[config.mk]
export PLATFORM = sky130hd
export DESIGN_NAME = ioit_sync_end_flat
export DESIGN_NICKNAME = d
export VERILOG_FILES = /design/src/rtl/ioit_pkg.sv /design/src/rtl/ioit_link_if.sv /design/src/rtl/ioit_sync_chan.sv /design/src/rtl/ioit_sync_end.sv /design/src/flat_wrapper.sv
export SDC_FILE = /design/constraint.sdc
export NUM_CORES = 1
export LEC_CHECK = 0
export ABC_AREA = 0
export BUFFER_PORTS_ARGS = -buffer_cell sky130_fd_sc_hd__buf_2
export CAP_MARGIN = 20
export CORE_AREA = 2 2 409 411
export CTS_CLUSTER_DIAMETER = 60
export CTS_CLUSTER_SIZE = 25
export DETAILED_ROUTE_END_ITERATION = 10
export DIE_AREA = 0 0 411 413
export GPL_TIMING_DRIVEN = 0
export PLACE_DENSITY_LB_ADDON = 0.08
export SLEW_MARGIN = 20
export SYNTH_ARGS = -nofsm -noshare
export SYNTH_HDL_FRONTEND = slang
export SYNTH_SLANG_ARGS = --single-unit
[constraint.sdc]
create_clock -name mclk -period 1.2 [get_ports mclk]
set_clock_uncertainty 0.1 [all_clocks]
set_input_delay 0.24 -clock mclk [delete_from_list [all_inputs] [get_ports mclk]]
set_output_delay 0.24 -clock mclk [all_outputs]
set_load 0.01 [all_outputs]
[src/rtl/ioit_pkg.sv]
package ioit_pkg;
  localparam int unsigned WORD_W     = 25;
  localparam int unsigned ADDR_W     = 10;
  localparam int unsigned CHAN_W     = 4;
  localparam int unsigned IND_W      = 10;
  localparam int unsigned NCHAN      = 16;
  // instruction word fields (bit 1 of the word is index 0)
  localparam int unsigned IW_IND_BIT = 24;
  localparam int unsigned IW_X_HI    = 23;
  localparam int unsigned IW_X_LO    = 20;
  localparam int unsigned IW_OP_HI   = 19;
  localparam int unsigned IW_OP_LO   = 14;
  localparam int unsigned IW_CH_HI   = 13;
  localparam int unsigned IW_CH_LO   = 10;
  localparam int unsigned IW_M_HI    = 9;
  localparam int unsigned IW_M_LO    = 0;
  // operation codes are printed in octal
  localparam logic [5:0] OP_INITIATE = 6'o70;
  localparam logic [5:0] OP_TEST     = 6'o64;
  localparam int unsigned CYC_INITIATE = 3;
  localparam int unsigned CYC_TEST     = 2;
  // channel designations
  localparam logic [3:0] CH_TAPE_WR   = 4'h3;
  localparam logic [3:0] CH_TAPE_RD   = 4'h4;
  localparam logic [3:0] CH_GP_FIRST  = 4'h5;
  localparam logic [3:0] CH_GP_LAST   = 4'hc;
  localparam logic [3:0] CH_COMPAT    = 4'hd;
  localparam logic [3:0] CH_ADD_WR    = 4'he;
  localparam logic [3:0] CH_ADD_RD    = 4'hf;
  // indicator positions (bit n of the mask is index n-1)
  localparam int unsigned IND_INTERLOCK = 0;
  localparam int unsigned IND_DONE      = 1;
  localparam int unsigned IND_DATA_ERR  = 4;
  localparam int unsigned IND_FAULT     = 6;
  // indicators defined for a channel: bits 1 to 7, the rest test as clear
  localparam logic [IND_W-1:0] IND_DEFINED_MASK = 10'h07f;
  // function specification: function code in bits 20-17
  localparam int unsigned FS_FN_HI = 19;
  localparam int unsigned FS_FN_LO = 16;
  localparam int unsigned FS_CONT_BIT = 19;
  localparam logic [3:0] FN_GATHER_WRITE   = 4'h1;
  localparam logic [3:0] FN_OVERLAY_GW     = 4'h5;
  localparam logic [3:0] FN_FWD_SCATTER    = 4'h0;
  localparam logic [3:0] FN_BWD_SCATTER    = 4'h2;
  localparam logic [3:0] FN_FWD_BLOCK      = 4'h4;
  localparam logic [3:0] FN_BWD_BLOCK      = 4'h6;
  localparam logic [3:0] FN_REWIND_ILK     = 4'h7;
  localparam logic [3:0] FN_REWIND         = 4'h3;
  localparam logic [3:0] FN_LOAD_POINT     = 4'hf;
  localparam logic [3:0] FN_C_REWIND_ILK   = 4'hb;
  localparam logic [3:0] FN_PUNCH_STK1     = 4'h4;
  localparam logic [1:0] FN_ADVANCE_PRINT  = 2'h2;
  localparam logic [1:0] FN_ADVANCE        = 2'h0;
  localparam logic [9:0] LEN_COMPAT   = 10'd180;
  localparam logic [9:0] LEN_CARD_TR  = 10'd20;
  localparam logic [9:0] LEN_CARD_RAW = 10'd40;
  localparam logic [9:0] LEN_CARD_90  = 10'd24;
  localparam logic [9:0] LEN_PRINT    = 10'd32;

  typedef enum logic [1:0] {
    IOIT_CLS_TAPE, IOIT_CLS_CARD, IOIT_CLS_PRINT, IOIT_CLS_NONE
  } ioit_cls_t;

  typedef enum logic [2:0] {
    IOIT_ST_IDLE, IOIT_ST_ADDR, IOIT_ST_READ, IOIT_ST_WRITE, IOIT_ST_TEST
  } ioit_state_t;

  typedef enum logic [1:0] {
    IOIT_SY_IDLE, IOIT_SY_FETCH, IOIT_SY_RUN
  } ioit_sync_state_t;

  // channel class of a designation
  function automatic ioit_cls_t ioit_chan_class(input logic [3:0] ch);
    ioit_cls_t c;
    c = IOIT_CLS_NONE;
    if (ch == CH_TAPE_WR || ch == CH_TAPE_RD || ch == CH_COMPAT ||
        ch == CH_ADD_WR || ch == CH_ADD_RD)
      c = IOIT_CLS_TAPE;
    else if (ch >= CH_GP_FIRST && ch <= CH_GP_LAST)
      c = IOIT_CLS_CARD;
    return c;
  endfunction
endpackage

[src/rtl/ioit_link_if.sv]
`timescale 1ns/1ps
`default_nettype none
interface ioit_link_if;
  import ioit_pkg::*;
  logic [CHAN_W-1:0] st_addr;
  logic [WORD_W-1:0] st_wdata;
  logic              st_we;
  logic [CHAN_W-1:0] sy_addr;
  logic [WORD_W-1:0] sy_rdata;
  logic [NCHAN-1:0]  interlock;
  logic [NCHAN-1:0]  interlock_clr;
  logic [NCHAN*IND_W-1:0] ind;

  modport cpu (
    output st_addr, st_wdata, st_we, interlock,
    input  sy_addr, interlock_clr, ind,
    output sy_rdata
  );
  modport sync (
    input  st_addr, st_wdata, st_we, interlock, sy_rdata,
    output sy_addr, interlock_clr, ind
  );
endinterface
`default_nettype wire

[src/rtl/ioit_sync_chan.sv]
`timescale 1ns/1ps
`default_nettype none
module ioit_sync_chan
  import ioit_pkg::*;
#(
  parameter logic [3:0] CHAN = 4'h3
) (
  input  wire logic              mclk,
  input  wire logic              reset,
  input  wire logic              ilk,
  input  wire logic [WORD_W-1:0] spec,
  input  wire logic              dev_ready,
  input  wire logic              dev_started,
  input  wire logic              dev_done,
  input  wire logic [IND_W-1:0]  dev_flags,
  output logic                   clr,
  output logic                   go,
  output logic [WORD_W-1:0]      spec_out,
  output logic [9:0]             length,
  output logic [IND_W-1:0]       flags
);
  typedef struct packed {
    ioit_sync_state_t st;
    logic [WORD_W-1:0] spec;
    logic [9:0]        len;
    logic              go;
    logic              done;
    logic              pend;
  } ioit_sc_t;

  ioit_sc_t s_reg, s_next;
  ioit_cls_t cls;
  logic [3:0] fn;

  assign cls = ioit_chan_class(CHAN);
  assign fn  = s_reg.spec[FS_FN_HI:FS_FN_LO];

  always_comb begin
    s_next = s_reg;
    s_next.go = 1'b0;
    clr = 1'b0;
    case (s_reg.st)
      IOIT_SY_IDLE: begin
        if (ilk && dev_ready) begin
          s_next.spec = spec;
          s_next.st = IOIT_SY_FETCH;
        end
      end
      IOIT_SY_FETCH: begin
        s_next.done = 1'b0;
        s_next.len = 10'd0;
        if (cls == IOIT_CLS_CARD) begin
          clr = 1'b1;
          s_next.len = fn[1] ? LEN_CARD_TR : LEN_CARD_RAW;
        end else if (CHAN == CH_COMPAT) begin
          if (fn[1:0] != 2'b11)
            s_next.len = LEN_COMPAT;
        end else if (cls == IOIT_CLS_PRINT) begin
          if (fn[1:0] == FN_ADVANCE_PRINT)
            s_next.len = LEN_PRINT;
        end
        if (cls == IOIT_CLS_TAPE &&
            (fn == FN_REWIND || fn == FN_REWIND_ILK || fn == FN_LOAD_POINT))
          s_next.len = 10'd0;
        s_next.pend = (cls != IOIT_CLS_CARD);
        s_next.go = 1'b1;
        s_next.st = IOIT_SY_RUN;
      end
      IOIT_SY_RUN: begin
        // one clear per fetched specification; a later set is a new order
        if (dev_started && s_reg.pend) begin
          clr = 1'b1;
          s_next.pend = 1'b0;
        end
        if (dev_done) begin
          s_next.done = 1'b1;
          s_next.st = IOIT_SY_IDLE;
        end
      end
      default: s_next.st = IOIT_SY_IDLE;
    endcase
  end

  always_ff @(posedge mclk) begin
    if (reset)
      s_reg <= '0;
    else
      s_reg <= s_next;
  end

  assign go = s_reg.go;
  assign spec_out = s_reg.spec;
  assign length = s_reg.len;
  // done sits in the successful-completion position
  always_comb begin
    flags = dev_flags;
    flags[IND_INTERLOCK] = 1'b0;
    flags[IND_DONE] = s_reg.done | dev_flags[IND_DONE];
  end
endmodule
`default_nettype wire

[src/rtl/ioit_sync_end.sv]
`timescale 1ns/1ps
`default_nettype none
module ioit_sync_end
  import ioit_pkg::*;
(
  input  wire logic                   mclk,
  input  wire logic                   reset,
  ioit_link_if.sync                   link,
  input  wire logic [NCHAN-1:0]       dev_ready,
  input  wire logic [NCHAN-1:0]       dev_started,
  input  wire logic [NCHAN-1:0]       dev_done,
  input  wire logic [NCHAN*IND_W-1:0] dev_flags,
  output logic [NCHAN-1:0]            dev_go,
  output logic [NCHAN*WORD_W-1:0]     dev_spec,
  output logic [NCHAN*10-1:0]         dev_len
);
  // one synchronizer per active channel; each reads its own standby word
  logic [NCHAN*WORD_W-1:0] words;
  logic [NCHAN-1:0] clr;
  genvar g;
  for (g = 0; g < NCHAN; g++) begin : g_ch
    if (g >= 3) begin : g_on
      always_ff @(posedge mclk) begin
        if (reset)
          words[g*WORD_W +: WORD_W] <= '0;
        else if (link.st_we && link.st_addr == CHAN_W'(g))
          words[g*WORD_W +: WORD_W] <= link.st_wdata;
      end
      ioit_sync_chan #(.CHAN(CHAN_W'(g))) u_ch (
        .mclk        (mclk),
        .reset       (reset),
        .ilk         (link.interlock[g]),
        .spec        (words[g*WORD_W +: WORD_W]),
        .dev_ready   (dev_ready[g]),
        .dev_started (dev_started[g]),
        .dev_done    (dev_done[g]),
        .dev_flags   (dev_flags[g*IND_W +: IND_W]),
        .clr         (clr[g]),
        .go          (dev_go[g]),
        .spec_out    (dev_spec[g*WORD_W +: WORD_W]),
        .length      (dev_len[g*10 +: 10]),
        .flags       (link.ind[g*IND_W +: IND_W])
      );
    end else begin : g_off
      assign words[g*WORD_W +: WORD_W] = '0;
      assign clr[g] = 1'b0;
      assign dev_go[g] = 1'b0;
      assign dev_spec[g*WORD_W +: WORD_W] = '0;
      assign dev_len[g*10 +: 10] = '0;
      assign link.ind[g*IND_W +: IND_W] = '0;
    end
  end
  assign link.interlock_clr = clr;
  assign link.sy_addr = '0;
endmodule
`default_nettype wire

[src/flat_wrapper.sv]
// flat-port wrapper written by rule: the top's interface ports become plain ports
module ioit_sync_end_flat import ioit_pkg::*;
  (mclk, reset, dev_ready, dev_started, dev_done, dev_flags, dev_go, dev_spec, dev_len, link_st_addr, link_st_wdata, link_st_we, link_interlock, link_sy_rdata, link_sy_addr, link_interlock_clr, link_ind);
  ioit_link_if link_i ();
  input  wire logic mclk;
  input  wire logic reset;
  input  wire logic [NCHAN-1:0] dev_ready;
  input  wire logic [NCHAN-1:0] dev_started;
  input  wire logic [NCHAN-1:0] dev_done;
  input  wire logic [NCHAN*IND_W-1:0] dev_flags;
  output logic [NCHAN-1:0] dev_go;
  output logic [NCHAN*WORD_W-1:0] dev_spec;
  output logic [NCHAN*10-1:0] dev_len;
  input wire logic [$bits(link_i.st_addr)-1:0] link_st_addr;
  input wire logic [$bits(link_i.st_wdata)-1:0] link_st_wdata;
  input wire logic [$bits(link_i.st_we)-1:0] link_st_we;
  input wire logic [$bits(link_i.interlock)-1:0] link_interlock;
  input wire logic [$bits(link_i.sy_rdata)-1:0] link_sy_rdata;
  output wire logic [$bits(link_i.sy_addr)-1:0] link_sy_addr;
  output wire logic [$bits(link_i.interlock_clr)-1:0] link_interlock_clr;
  output wire logic [$bits(link_i.ind)-1:0] link_ind;
  assign link_i.st_addr = link_st_addr;
  assign link_i.st_wdata = link_st_wdata;
  assign link_i.st_we = link_st_we;
  assign link_i.interlock = link_interlock;
  assign link_i.sy_rdata = link_sy_rdata;
  assign link_sy_addr = link_i.sy_addr;
  assign link_interlock_clr = link_i.interlock_clr;
  assign link_ind = link_i.ind;
  ioit_sync_end u_core (.mclk(mclk), .reset(reset), .link(link_i), .dev_ready(dev_ready), .dev_started(dev_started), .dev_done(dev_done), .dev_flags(dev_flags), .dev_go(dev_go), .dev_spec(dev_spec), .dev_len(dev_len));
endmodule
# Yosys cells after proc, flatten, opt, wreduce, memory -nomap -nowiden
# Cells that the tools add are included.
[totals]
reg_bits = 773
out_inout_bits = 756
wordCells = 428
[op_classes]
n_bitwise = 13
muxes = 127
n_eq_ne = 82
reduce_logical = 119
[op_table]
columns = ["operator", "count"]
rows = [
  ["27-bit two-way mux", 13],
  ["2-bit AND reduction", 52],
  ["2-bit != test, second input constant", 40],
  ["2-bit case mux with 3 select lines", 13],
  ["1-bit two-way mux", 57],
  ["2-bit case mux with 2 select lines", 13],
  ["6-bit two-way mux", 8],
  ["1-bit logical AND", 39],
  ["4-bit equality test, second input constant", 9],
  ["2-bit by 1-bit equality test with 1-bit output, second input constant", 13],
  ["2-bit equality test, second input constant", 13],
  ["2-bit logical NOT", 13],
  ["2-bit two-way mux", 13],
  ["2-bit nonzero test", 13],
  ["4-bit by 3-bit equality test with 1-bit output, second input constant", 5],
  ["8-bit two-way mux", 2],
  ["1-bit case mux with 2 select lines", 8],
  ["1-bit OR", 13],
  ["4-bit by 2-bit equality test with 1-bit output, second input constant", 2],
  ["1-bit logical OR", 2],
]

# Longest topological paths before layout
# Gate-level depths: netlist of the first run.
[logic_depth]
ltp_word = 4
depth_mapped = 7
ltp_nobuf = 4

# By module
# Synthesis of the first run repeated with hierarchy kept, for this count alone.
[hier_totals]
hier_cells = 3589
area_unflattened_um2 = 32919.1
[by_module_without_submodules]
columns = ["mod", "instances", "cells_per_inst", "area_each_um2", "seq_area_each_um2"]
rows = [
  ["ioit_sync_end", 1, 1264, 13788.2, 6506.2],
  ["ioit_sync_chan (u_core.g_ch[10].g_on.u_ch ...)", 8, 179, 1455.1, 620.6],
  ["ioit_sync_chan (u_core.g_ch[14].g_on.u_ch ...)", 4, 178, 1436.4, 600.6],
  ["ioit_sync_chan (u_core.g_ch[13].g_on.u_ch)", 1, 181, 1744.2, 620.6],
]

# Worst setup path after synthesis of the first run
# OpenSTA, ideal clock, no wires.
[synth_path]
path_type = "input to register"
start = "input port link_st_addr[1]"
end = "register u_core.words[139]"
path_slack_ns = -0.155
arrival_time_ns = 1.183
cell_stages = 7
n_path_buf = 4
setup_ns = 0.072
required_time_ns = 1.028
cell_sequence = "buf_4 nor2b_4 buf_6 and2_4 buf_6 buf_8 mux2i_1"
[synth_between]
elab_chain_len = 2
[synth_lines]
columns = ["element", "line_no", "source"]
rows = [
  ["from (decl)", "flat_wrapper.sv:14", "input wire logic [$bits(link_i.st_addr)-1:0] link_st_addr;"],
  ["4-bit by 3-bit equality test with 1-bit output", "ioit_sync_end.sv:26", "else if (link.st_we && link.st_addr == CHAN_W'(g))"],
  ["1-bit logical AND", "ioit_sync_end.sv:26", ""],
  ["to (signal, indexed assignment)", "ioit_sync_end.sv:27", "words[g*WORD_W +: WORD_W] <= link.st_wdata;"],
  ["to (decl)", "ioit_sync_end.sv:18", "logic [NCHAN*WORD_W-1:0] words;"],
]
# Every way passes these cells.
# A chain may end at the register's enable or synchronous reset.

# Worst setup path after layout of the first run
[layout_path]
start = "register u_core.g_ch[15].g_on.u_ch.s_reg[38] (netlist name)"
end = "output port link_interlock_clr[15]"
[layout_between]
elab_chain_len = 2
[layout_lines]
columns = ["element", "line_no", "source"]
rows = [
  ["from (decl)", "ioit_sync_chan.sv:31", "ioit_sc_t s_reg, s_next;"],
  ["from (signal assigned)", "ioit_sync_chan.sv:88", "s_reg <= s_next;"],
  ["2-bit equality test", "ioit_sync_chan.sv:42", "case (s_reg.st)"],
  ["1-bit two-way mux", "--", ""],
  ["to (decl)", "flat_wrapper.sv:20", "output wire logic [$bits(link_i.interlock_clr)-1:0] link_interlock_clr;"],
]
# Every way passes these cells.

==> metrics.txt, run 1 <==
row count 150; count leader, synth buf_4; Crit Path Max Fanout 2; Routed WL 147,000 um; GRT Total Usage 16.4%; root buffer cell clkbuf_16; top_reg_cell synth dfxtp_1; top cells by count, synth buf_4, dfxtp_1, nand2_1, nand2b_1, a21oi_1; die area around 0.17 sq mm; FF+latch area approximately 0.015 sq mm; Setup CP Type reg -> out; PnR worst setup slack -0.641 ns; Via Count 26,100; clk sink count slightly above 700; Synth top area share 44.9%; Final Slew Violations 0; Yosys cell types 37; Least-Margin Pin Slew 0.917 ns; Fin. Hold Viols 27; WHS -0.136 ns; Pleak between 0.02 and 0.025 uW; TritonCTS clock tree done; initial antenna violation count 37; Post-synth EDFFs 0; main combinational cell family by area after synthesis buffers and inverters; Starting Density 19.5%; status finished with violations; first-pass GRT wire length between 150,000 and 200,000 um; antenna-violating nets left 0; synthesized-area fraction occupied by adder cells 0%; Synth Area in Simple Gates between 15 and 20%; Cells after Synth roughly 3,600; Finished Layout Cells roughly 7,000; unrepaired setup endpoints after global routing true; f_max roughly 540 MHz; syn_area_per_cell about 9 sq um; final setup vio count a little over 900; setup slack, reg-to-reg -0.56 ns; multi-input logic area roughly 0.013 sq mm; critical path endpoint category primary output; clock-pin transition on the worst setup and hold timing paths 0.06 ns; top post-synthesis cells by area dfxtp_1, buf_4, mux2i_1, nand2_1, nand2b_1; Synth Register Bits slightly above 700; DP HPWL about 110,000 um; Die Wd 411 um; post-synthesis xor/xnor area fraction 0%; initial drt markers 949; maxcap violations 0; Synth area leader dfxtp_1; number of buffers created by CTS 105; fin crit share 153%; Port Buffer Count 589; RD Place Congestion around 0.71; layout cell share with drive strength beyond 1 between 50% and 60%; # fillers approximately 18,000; Sum Neg Setup Slack -264.38 ns; Core Region roughly 0.17 sq mm; Crit path required time roughly 0.86 ns; Seq/Total Area, Yosys 44.9%; global route total overflow 0; Peak supply drop between 1 and 1.5 mV; failing checks hold timing, setup timing; Residual DRC 0; post-synthesis mux area share about a tenth; Worst Setup Start Kind register; first-pass iteration count of the detailed router 5; Worst EP arrival around 1.5 ns; Slew HR just under 40%; vias in the first global route roughly 25,000; placed cells 6,647; synth warn 0; clk buf depth 3; overall die height slightly above 400 um; H-tree levels 3; Synth Area in Compound Gates roughly 6%; I/O pin cnt between 1,000 and 1,500; Min-Delay Path Class in -> reg; Worst-Skew Late Latency ~0.7 ns; Tmin final about 1.8 ns; largest net degree at the start of global routing 17; pwr dens roughly 1200 mW/mm^2; wire per inst 21.0 um; Area Overhead vs Synth 58.4%; # nets final approximately 5,000; synthesized area between 0.03 and 0.04 sq mm; asr flop ratio synth 0%; DR vias/cell roughly 3.7; Pwr Total 63,700 uW
[per-layer routing]
layer / GRT usage, % / wire length [um]
met5: 0 / 65
met2: 28.5 / 72000
met3: 3.84 / 8800
met4: 3.17 / 2490
met1: 20.7 / 63700
[final cells by class]
cell class / count / area share (%)
Sequential cell: 724 / 29.5
Multi-Input combinational cell: 2147 / 25.5
Buffer: 921 / 16.7
Timing Repair Buffer: 811 / 15.7
Clock buffer: 125 / 5.54
Tap cell: 2204 / 5.39
Clock inverter: 70 / 1.61
Antenna cell: 11 / 0.0538
Inverter: 5 / 0.0464
[report_power, final]
group	internal [uW]	switching [uW]	total [uW]
registers	24200	214	24400
clock network	19200	13400	32600
logic	3130	3560	6690
[logic make-up after synthesis]
kind of cell,count (synthesis)
simple gates,1182
flops,724
compound gates,382
other cells,1
buf+inv,973
mux,331
[through the flow]
step	util (%)	worst slack [ns]	area (sq um)
after global placement	23.7	-1.77	39300
after floorplan	-	-0.116	33600
after detailed placement	23.8	-1.46	39500
final	30.9	-0.641	51200
after CTS	28.7	-0.759	47600
after global routing	30.8	-0.729	51200
[worst max-delay path, stage by stage (launching register included)]
cell,delay (ns)
dfxtp_4,0.37
and4b_2,0.33
buf_6,0.12
[layout by cell type, fill, tap and decap left out, drive strengths merged, types with 4 or more instances in the layout]
cell type	netlist	layout
buf	894	1574
dfxtp	724	724
nand2	672	672
nand2b	366	366
a21oi	355	355
mux2i	331	331
conb	1	252
clkbuf	74	215
dlygate4sd3	0	68
nor2	57	57
clkinv	0	29
inv	5	26
nor2b	25	25
or2	13	13
nor4bb	13	13
nand4bb	13	13
o21ai	12	12
diode	0	11
a211oi	11	11
clkinvlp	0	11
bufinv	0	9
nor3	5	5
or3b	4	4
nand3	4	4
[final timing paths]
path | startpoint | to | cells after the start
worst max-delay path | u_core.g_ch[15].g_on.u_ch.s_reg[38] | link_interlock_clr[15] | 2
worst min-delay path | link_st_wdata[9] | u_core.words[309] | 3
worst max register to register | u_core.g_ch[15].g_on.u_ch.s_reg[38] | u_core.g_ch[15].g_on.u_ch.spec_out[5] | 8
worst min register to register | u_core.words[228] | u_core.g_ch[9].g_on.u_ch.spec_out[3] | 2
[repair_timing]
action	in CTS	in global routing
resized for setup	916	895
pin swaps	26	68
endpoints found under the hold margin	193	34
gates cloned	8	18
hold buffers	67	1
setup buffers	69	50
endpoints found under the setup margin	1002	1006
Power figures use the tool's default switching activity.
==> run 2: changes to the inputs <==
--- a/config.mk
+++ b/config.mk
@@ -8,11 +8,11 @@
 export ABC_AREA = 0
 export BUFFER_PORTS_ARGS = -buffer_cell sky130_fd_sc_hd__buf_2
 export CAP_MARGIN = 20
-export CORE_AREA = 2 2 409 411
+export CORE_AREA = 5 5 400 402
 export CTS_CLUSTER_DIAMETER = 60
 export CTS_CLUSTER_SIZE = 25
 export DETAILED_ROUTE_END_ITERATION = 10
-export DIE_AREA = 0 0 411 413
+export DIE_AREA = 0 0 405 407
 export GPL_TIMING_DRIVEN = 0
 export PLACE_DENSITY_LB_ADDON = 0.08
 export SLEW_MARGIN = 20
==> run 2 against run 1 <==
  * The flow still finishes with violations (hold timing, setup timing)
  * Global-route usage is 0.61 points higher
  * Sequential power hardly changed
  * Critical endpoint is now link_interlock_clr[7]
  * Largest cell class unchanged
  * Routed wire length is 0.62% higher
==> metrics.txt, run 2 (synthesis results as in run 1) <==
status finished with violations (unchanged); failing checks hold timing, setup timing (unchanged); number of buffers created by CTS 97 (was 105); Least-Margin Pin Slew 0.862 ns (was 0.917 ns); first-pass GRT wire length 199,000 um (was 195,000 um); Sum Neg Setup Slack -270.80 ns (was -264.38 ns); Core Region 0.156 sq mm (was 0.166 sq mm); Area Overhead vs Synth 60.4% (was 58.4%); Worst path max stage delay 0.34 ns (was 0.37 ns); DR vias/cell 3.78 (was 3.72); Crit Path Max Fanout 2 (unchanged); Slew HR 42.5% (was 38.9%); unrepaired setup endpoints after global routing true (unchanged); most common cell after layout, fill and taps aside buf_6 (unchanged); Setup CP Type reg -> out (unchanged); Starting Density 20.8% (was 19.5%); overall die height 407 um (was 413 um); H-tree levels 3 (unchanged); vias in the first global route 26,100 (was 24,900); # nets final 5,002 (was 4,996); Port Buffer Count 589 (unchanged); Tmin final 1.97 ns (was 1.84 ns); Residual DRC 0 (unchanged); clock-pin transition on the worst setup and hold timing paths 0.06 ns (about the same); TritonCTS clock tree done (unchanged); Worst EP arrival 1.63 ns (was 1.50 ns); critical path endpoint category primary output (unchanged); die area 0.165 sq mm (was 0.170 sq mm); Cell Chain, Critical Path nand2b_4, inv_4, buf_6, buf_6 (was and4b_2, buf_6); global route total overflow 0 (unchanged); row count 145 (was 150); I/O pin cnt 1,037 (unchanged); first-pass iteration count of the detailed router 4 (was 5); layout cell share with drive strength beyond 1 53.8% (was 50.7%); Worst Setup Start Kind register (unchanged); fin crit share 164% (was 153%); hold path depth 3 (unchanged); Die Wd 405 um (was 411 um); path depth of the worst reg2reg path 11 (was 8); Fin. Hold Viols 27 (unchanged); most used cell, CP buf_6; antenna-violating nets left 0 (unchanged); Pleak 0.0241 uW (was 0.0233 uW); Crit path required time 0.86 ns (about the same); final setup vio count 848 (was 913); clk sink count 724 (unchanged); Place WS -1.69 ns (was -1.46 ns); Final Slew Violations 0 (unchanged); maxcap violations 0 (unchanged); DP HPWL 107,000 um (was 106,000 um); largest net degree at the start of global routing 17 (unchanged); Routed WL 148,000 um (was 147,000 um); Worst-Skew Late Latency 0.72 ns (was 0.70 ns); clk buf depth 3 (unchanged); RD Place Congestion 0.699 (was 0.709); WHS -0.120 ns (was -0.136 ns); GRT Total Usage 17.0% (was 16.4%); Min-Delay Path Class in -> reg (unchanged); initial antenna violation count 28 (was 37); f_max 509 MHz (was 543 MHz); Peak supply drop 0.892 mV (was 1.11 mV); initial drt markers 820 (was 949); root buffer cell clkbuf_16 (unchanged); critical path's slowest cell dfxtp_4 (unchanged); cts hold-fix bufs 70 (was 67); PnR worst setup slack -0.767 ns (was -0.641 ns); commonest non-fill, non-tap cells in the layout buf_6, nand2_1, buf_4 (unchanged); Via Count 26,000 (was 26,100); wire per inst 21.5 um (was 21.0 um); pwr dens 1210 mW/mm^2 (was 1240 mW/mm^2)
## run 2: changes by cell type in the layout (fill, tap and decap cells not counted), moves of 5 or more
cell and delta:
a21oi_1 -79, clkbuf_16 -14, a21oi_2 +79, buf_2 -6
buf_6 +19, clkinv_8 -5, dfxtp_2 +8, nand2_1 -62
nand2_4 +58, diode_2 +10, buf_12 +18
## run 2: critical path, delay by kind of cell (launching register included)
| kind | cells | cell delay, ns |
|---|---|---|
| flops | 1 | 0.34 |
| buf+inv | 3 | 0.29 |
| simple gates | 1 | 0.27 |
## run 2: worst paths after layout
kind	from	to	slack (ns)
setup / recovery	u_core.g_ch[7].g_on.u_ch.s_reg[39]	link_interlock_clr[7]	-0.77
hold / removal	link_st_addr[1]	u_core.words[179]	-0.12
setup reg to reg	u_core.g_ch[7].g_on.u_ch.s_reg[39]	u_core.g_ch[7].g_on.u_ch.length[4]	-0.72
hold reg to reg	u_core.words[376]	u_core.g_ch[15].g_on.u_ch.spec_out[1]	0.32
## run 2: power breakdown
part	total, uW	switching [uW]	internal (uW)
clock	31300	13100	18200
combinational	6980	3710	3260
sequential	24400	216	24200
## run 2: final cells by class
| class | instances | area, sq um |
|---|---|---|
| fillers | 16300 | 104000 |
| repair buffers | 842 | 8440 |
| diodes | 21 | 52.6 |
| clock inverters | 71 | 853 |
| clock buffers | 112 | 2600 |
| flip-flops and latches | 724 | 15100 |
| multi-input cells | 2147 | 13700 |
| plain buffers | 904 | 8440 |
| well taps | 2058 | 2570 |
| inverters | 5 | 23.8 |
## run 2: per-layer routing
| metal | vias up | part of all wire (%) | track usage, % |
|---|---|---|---|
| met3 | 119 | 6.2 | 3.62 |
| met1 | 12300 | 43 | 21.7 |
| met4 | 2 | 1.7 | 3.92 |
| met2 | 698 | 49 | 29.5 |
| li1 | 12900 | - | - |
| met5 | - | 0.0088 | 0 |
## run 2: what timing repair did
action                                  CTS  global route
pin swaps                                67           162
setup endpoints to repair               971           973
endpoints found under the hold margin   199            26
resized for setup                      1673           405
setup buffers                           112            46
cloned                                   18            11
## run 2: metrics by stage
step                      power (uW)  hold slack (ns)  instance area (sq um)  std cells  util [%]
after floorplan                28100            0.300                  33600       3844         -
after global placement         30200            0.342                  39100       6491      25.1
after detailed placement       30300            0.344                  39400       6501      25.3
after CTS                      63500           -0.184                  50200       6839      32.2
after global routing           65100           -0.147                  51800       6869      33.3
final                          62700           -0.120                  51800       6884      33.3
==> run 3: changes to the inputs <==
--- a/config.mk
+++ b/config.mk
@@ -8,14 +8,15 @@
 export ABC_AREA = 0
 export BUFFER_PORTS_ARGS = -buffer_cell sky130_fd_sc_hd__buf_2
 export CAP_MARGIN = 20
-export CORE_AREA = 5 5 400 402
+export CORE_AREA = 5 5 396 398
 export CTS_CLUSTER_DIAMETER = 60
 export CTS_CLUSTER_SIZE = 25
 export DETAILED_ROUTE_END_ITERATION = 10
-export DIE_AREA = 0 0 405 407
+export DIE_AREA = 0 0 401 403
 export GPL_TIMING_DRIVEN = 0
 export PLACE_DENSITY_LB_ADDON = 0.08
 export SLEW_MARGIN = 20
 export SYNTH_ARGS = -nofsm -noshare
 export SYNTH_HDL_FRONTEND = slang
 export SYNTH_SLANG_ARGS = --single-unit
+export TNS_END_PERCENT = 1
==> run 3 against run 2 <==
  * The run still ends with hold timing, setup timing left
  * Register-to-register slack improved by 0.29 ns
  * Die area is 2.0% lower
  * Global-route usage grew 0.086 points
  * Design area decreased by 11%
  * Hold slack better by 0.021 ns
  * Largest power group unchanged
==> metrics.txt, run 3 (synthesis results as in run 1) <==
Starting Density 21.1% (was 20.8%); Routed WL 145,000 um (was 148,000 um); row count 144 (was 145); critical path endpoint category primary output (unchanged); Area Overhead vs Synth 43.1% (was 60.4%); first-pass iteration count of the detailed router 6 (was 4); commonest non-fill, non-tap cells in the layout buf_4, nand2_1, buf_2 (was buf_6, nand2_1, buf_4); f_max 529 MHz (was 509 MHz); Die Wd 401 um (was 405 um); Place WS -1.89 ns (was -1.69 ns); Via Count 25,600 (was 26,000); Worst Setup Start Kind register (unchanged); clk buf depth 3 (unchanged); largest net degree at the start of global routing 18 (was 17); Fin. Hold Viols 23 (was 27); Finished Layout Cells 6,776 (was 6,884); global route total overflow 0 (unchanged); vias in the first global route 25,600 (was 26,100); number of buffers created by CTS 100 (was 97); failing checks hold timing, setup timing (unchanged); Port Buffer Count 589 (unchanged); most common cell after layout, fill and taps aside buf_4 (was buf_6); I/O pin cnt 1,037 (unchanged); DP HPWL 108,000 um (was 107,000 um); PnR worst setup slack -0.691 ns (was -0.767 ns); Crit path required time 0.86 ns (about the same); switching share of power 26.1% (was 27.2%); Net Sw Power 16,700 uW (was 17,000 uW); Sum Neg Setup Slack -254.01 ns (was -270.80 ns); logic gate share of total power 9.4% (was 11.1%); Peak supply drop 0.875 mV (was 0.892 mV); Min-Delay Path Class in -> reg (unchanged); Core Region 0.153 sq mm (was 0.156 sq mm); clock-pin transition on the worst setup and hold timing paths 0.06 ns (about the same); Pleak 0.0219 uW (was 0.0241 uW); final setup vio count 820 (was 848); wire per inst 21.4 um (was 21.5 um); initial antenna violation count 27 (was 28); Crit Path Max Fanout 4 (was 2); Slew HR 54.0% (was 42.5%); Worst-Skew Late Latency 0.69 ns (was 0.72 ns); WHS -0.0990 ns (was -0.120 ns); placed cells 6,487 (was 6,501); status finished with violations (unchanged); clk sink count 724 (unchanged); TritonCTS clock tree done (unchanged); first-pass GRT wire length 198,000 um (was 199,000 um); # nets final 4,916 (was 5,002); root buffer cell clkbuf_16 (unchanged); die area 0.162 sq mm (was 0.165 sq mm); Worst path max stage delay 0.34 ns (about the same); DR vias/cell 3.78 (about the same); fin crit share 158% (was 164%); GRT Total Usage 17.1% (was 17.0%); Buf/Inv on CP 3 (unchanged); Pint 47,100 uW (was 45,700 uW); Flop pwr share 38.4% (was 39.0%); overall die height 403 um (was 407 um); H-tree levels 3 (unchanged); pwr dens 1380 mW/mm^2 (was 1210 mW/mm^2); Least-Margin Pin Slew 0.690 ns (was 0.862 ns); Residual DRC 0 (unchanged); antenna-violating nets left 0 (unchanged); Setup CP Type reg -> out (unchanged); initial drt markers 977 (was 820); Final Slew Violations 0 (unchanged); Clk network pwr share 52.2% (was 49.9%); critical path's slowest cell dfxtp_2 (was dfxtp_4); Top Family by Delay on Critical Path buffers and inverters (was flip-flops); unrepaired setup endpoints after global routing true (unchanged); Cell Chain, Critical Path nor2b_2, clkbuf_4, buf_4, buf_2 (was nand2b_4, inv_4, buf_6, buf_6); Tmin final 1.89 ns (was 1.97 ns); RD Place Congestion 0.721 (was 0.699); Worst EP arrival 1.55 ns (was 1.63 ns); maxcap violations 0 (unchanged); layout cell share with drive strength beyond 1 45.8% (was 53.8%)
[run 3: area by class of cell]
cell class              count  area [sq um]
clock buffers             118          2750
plain buffers             958          7550
flip-flops and latches    724         14800
repair buffers            699          4800
fillers                 16400        107000
multi-input cells        2147         12700
diodes                      9          22.5
well taps                2044          2560
clock inverters            72           988
inverters                   5          23.8
[run 3: repair_timing]
item	in CTS	in global routing
endpoints found under the hold margin	188	53
pin swaps	13	11
endpoints found under the setup margin	1027	949
gates cloned	1	0
gates resized for setup	533	396
hold buffers	57	10
buffers inserted	16	16
[run 3: routing by layer]
layer	track usage [%]	wire length (um)
met1	21.6	63600
met2	29.8	71000
met3	4.14	8030
met4	3.30	2400
met5	0	7
[run 3: power by group through the flow]
stage                     sequential [uW]  clock (uW)  combinational (uW)
after floorplan                     25000           0                3080
after global placement              25000           0                5170
after detailed placement            25000           0                5270
after CTS                           24500       34300                5820
after global routing                24500       35300                6430
final                               24500       33300                5990
[run 3: final timing paths]
check,startpoint,endpoint,slack (ns),depth (start not counted)
min reg2reg,u_core.words[88],u_core.g_ch[3].g_on.u_ch.spec_out[13],0.34,2
min,link_st_addr[1],u_core.words[399],-0.1,3
max,u_core.g_ch[5].g_on.u_ch.s_reg[38],link_interlock_clr[5],-0.69,4
max reg2reg,u_core.g_ch[6].g_on.u_ch.s_reg[38],u_core.g_ch[6].g_on.u_ch.spec_out[11],-0.43,7
[run 3: worst min-delay path, stage by stage]
cell	delay, ns
buf_6	0.14
nand3_4	0.15
mux2i_1	0.09
[run 3: per-stage QoR]
stage	util [%]	cell area, sq um	power [uW]
after detailed placement	25.5	39100	30300
after CTS	29.4	44900	64600
final	30.2	46200	63800
after global routing	30.2	46200	66200
after global placement	25.3	38800	30200
after floorplan	-	33300	28000
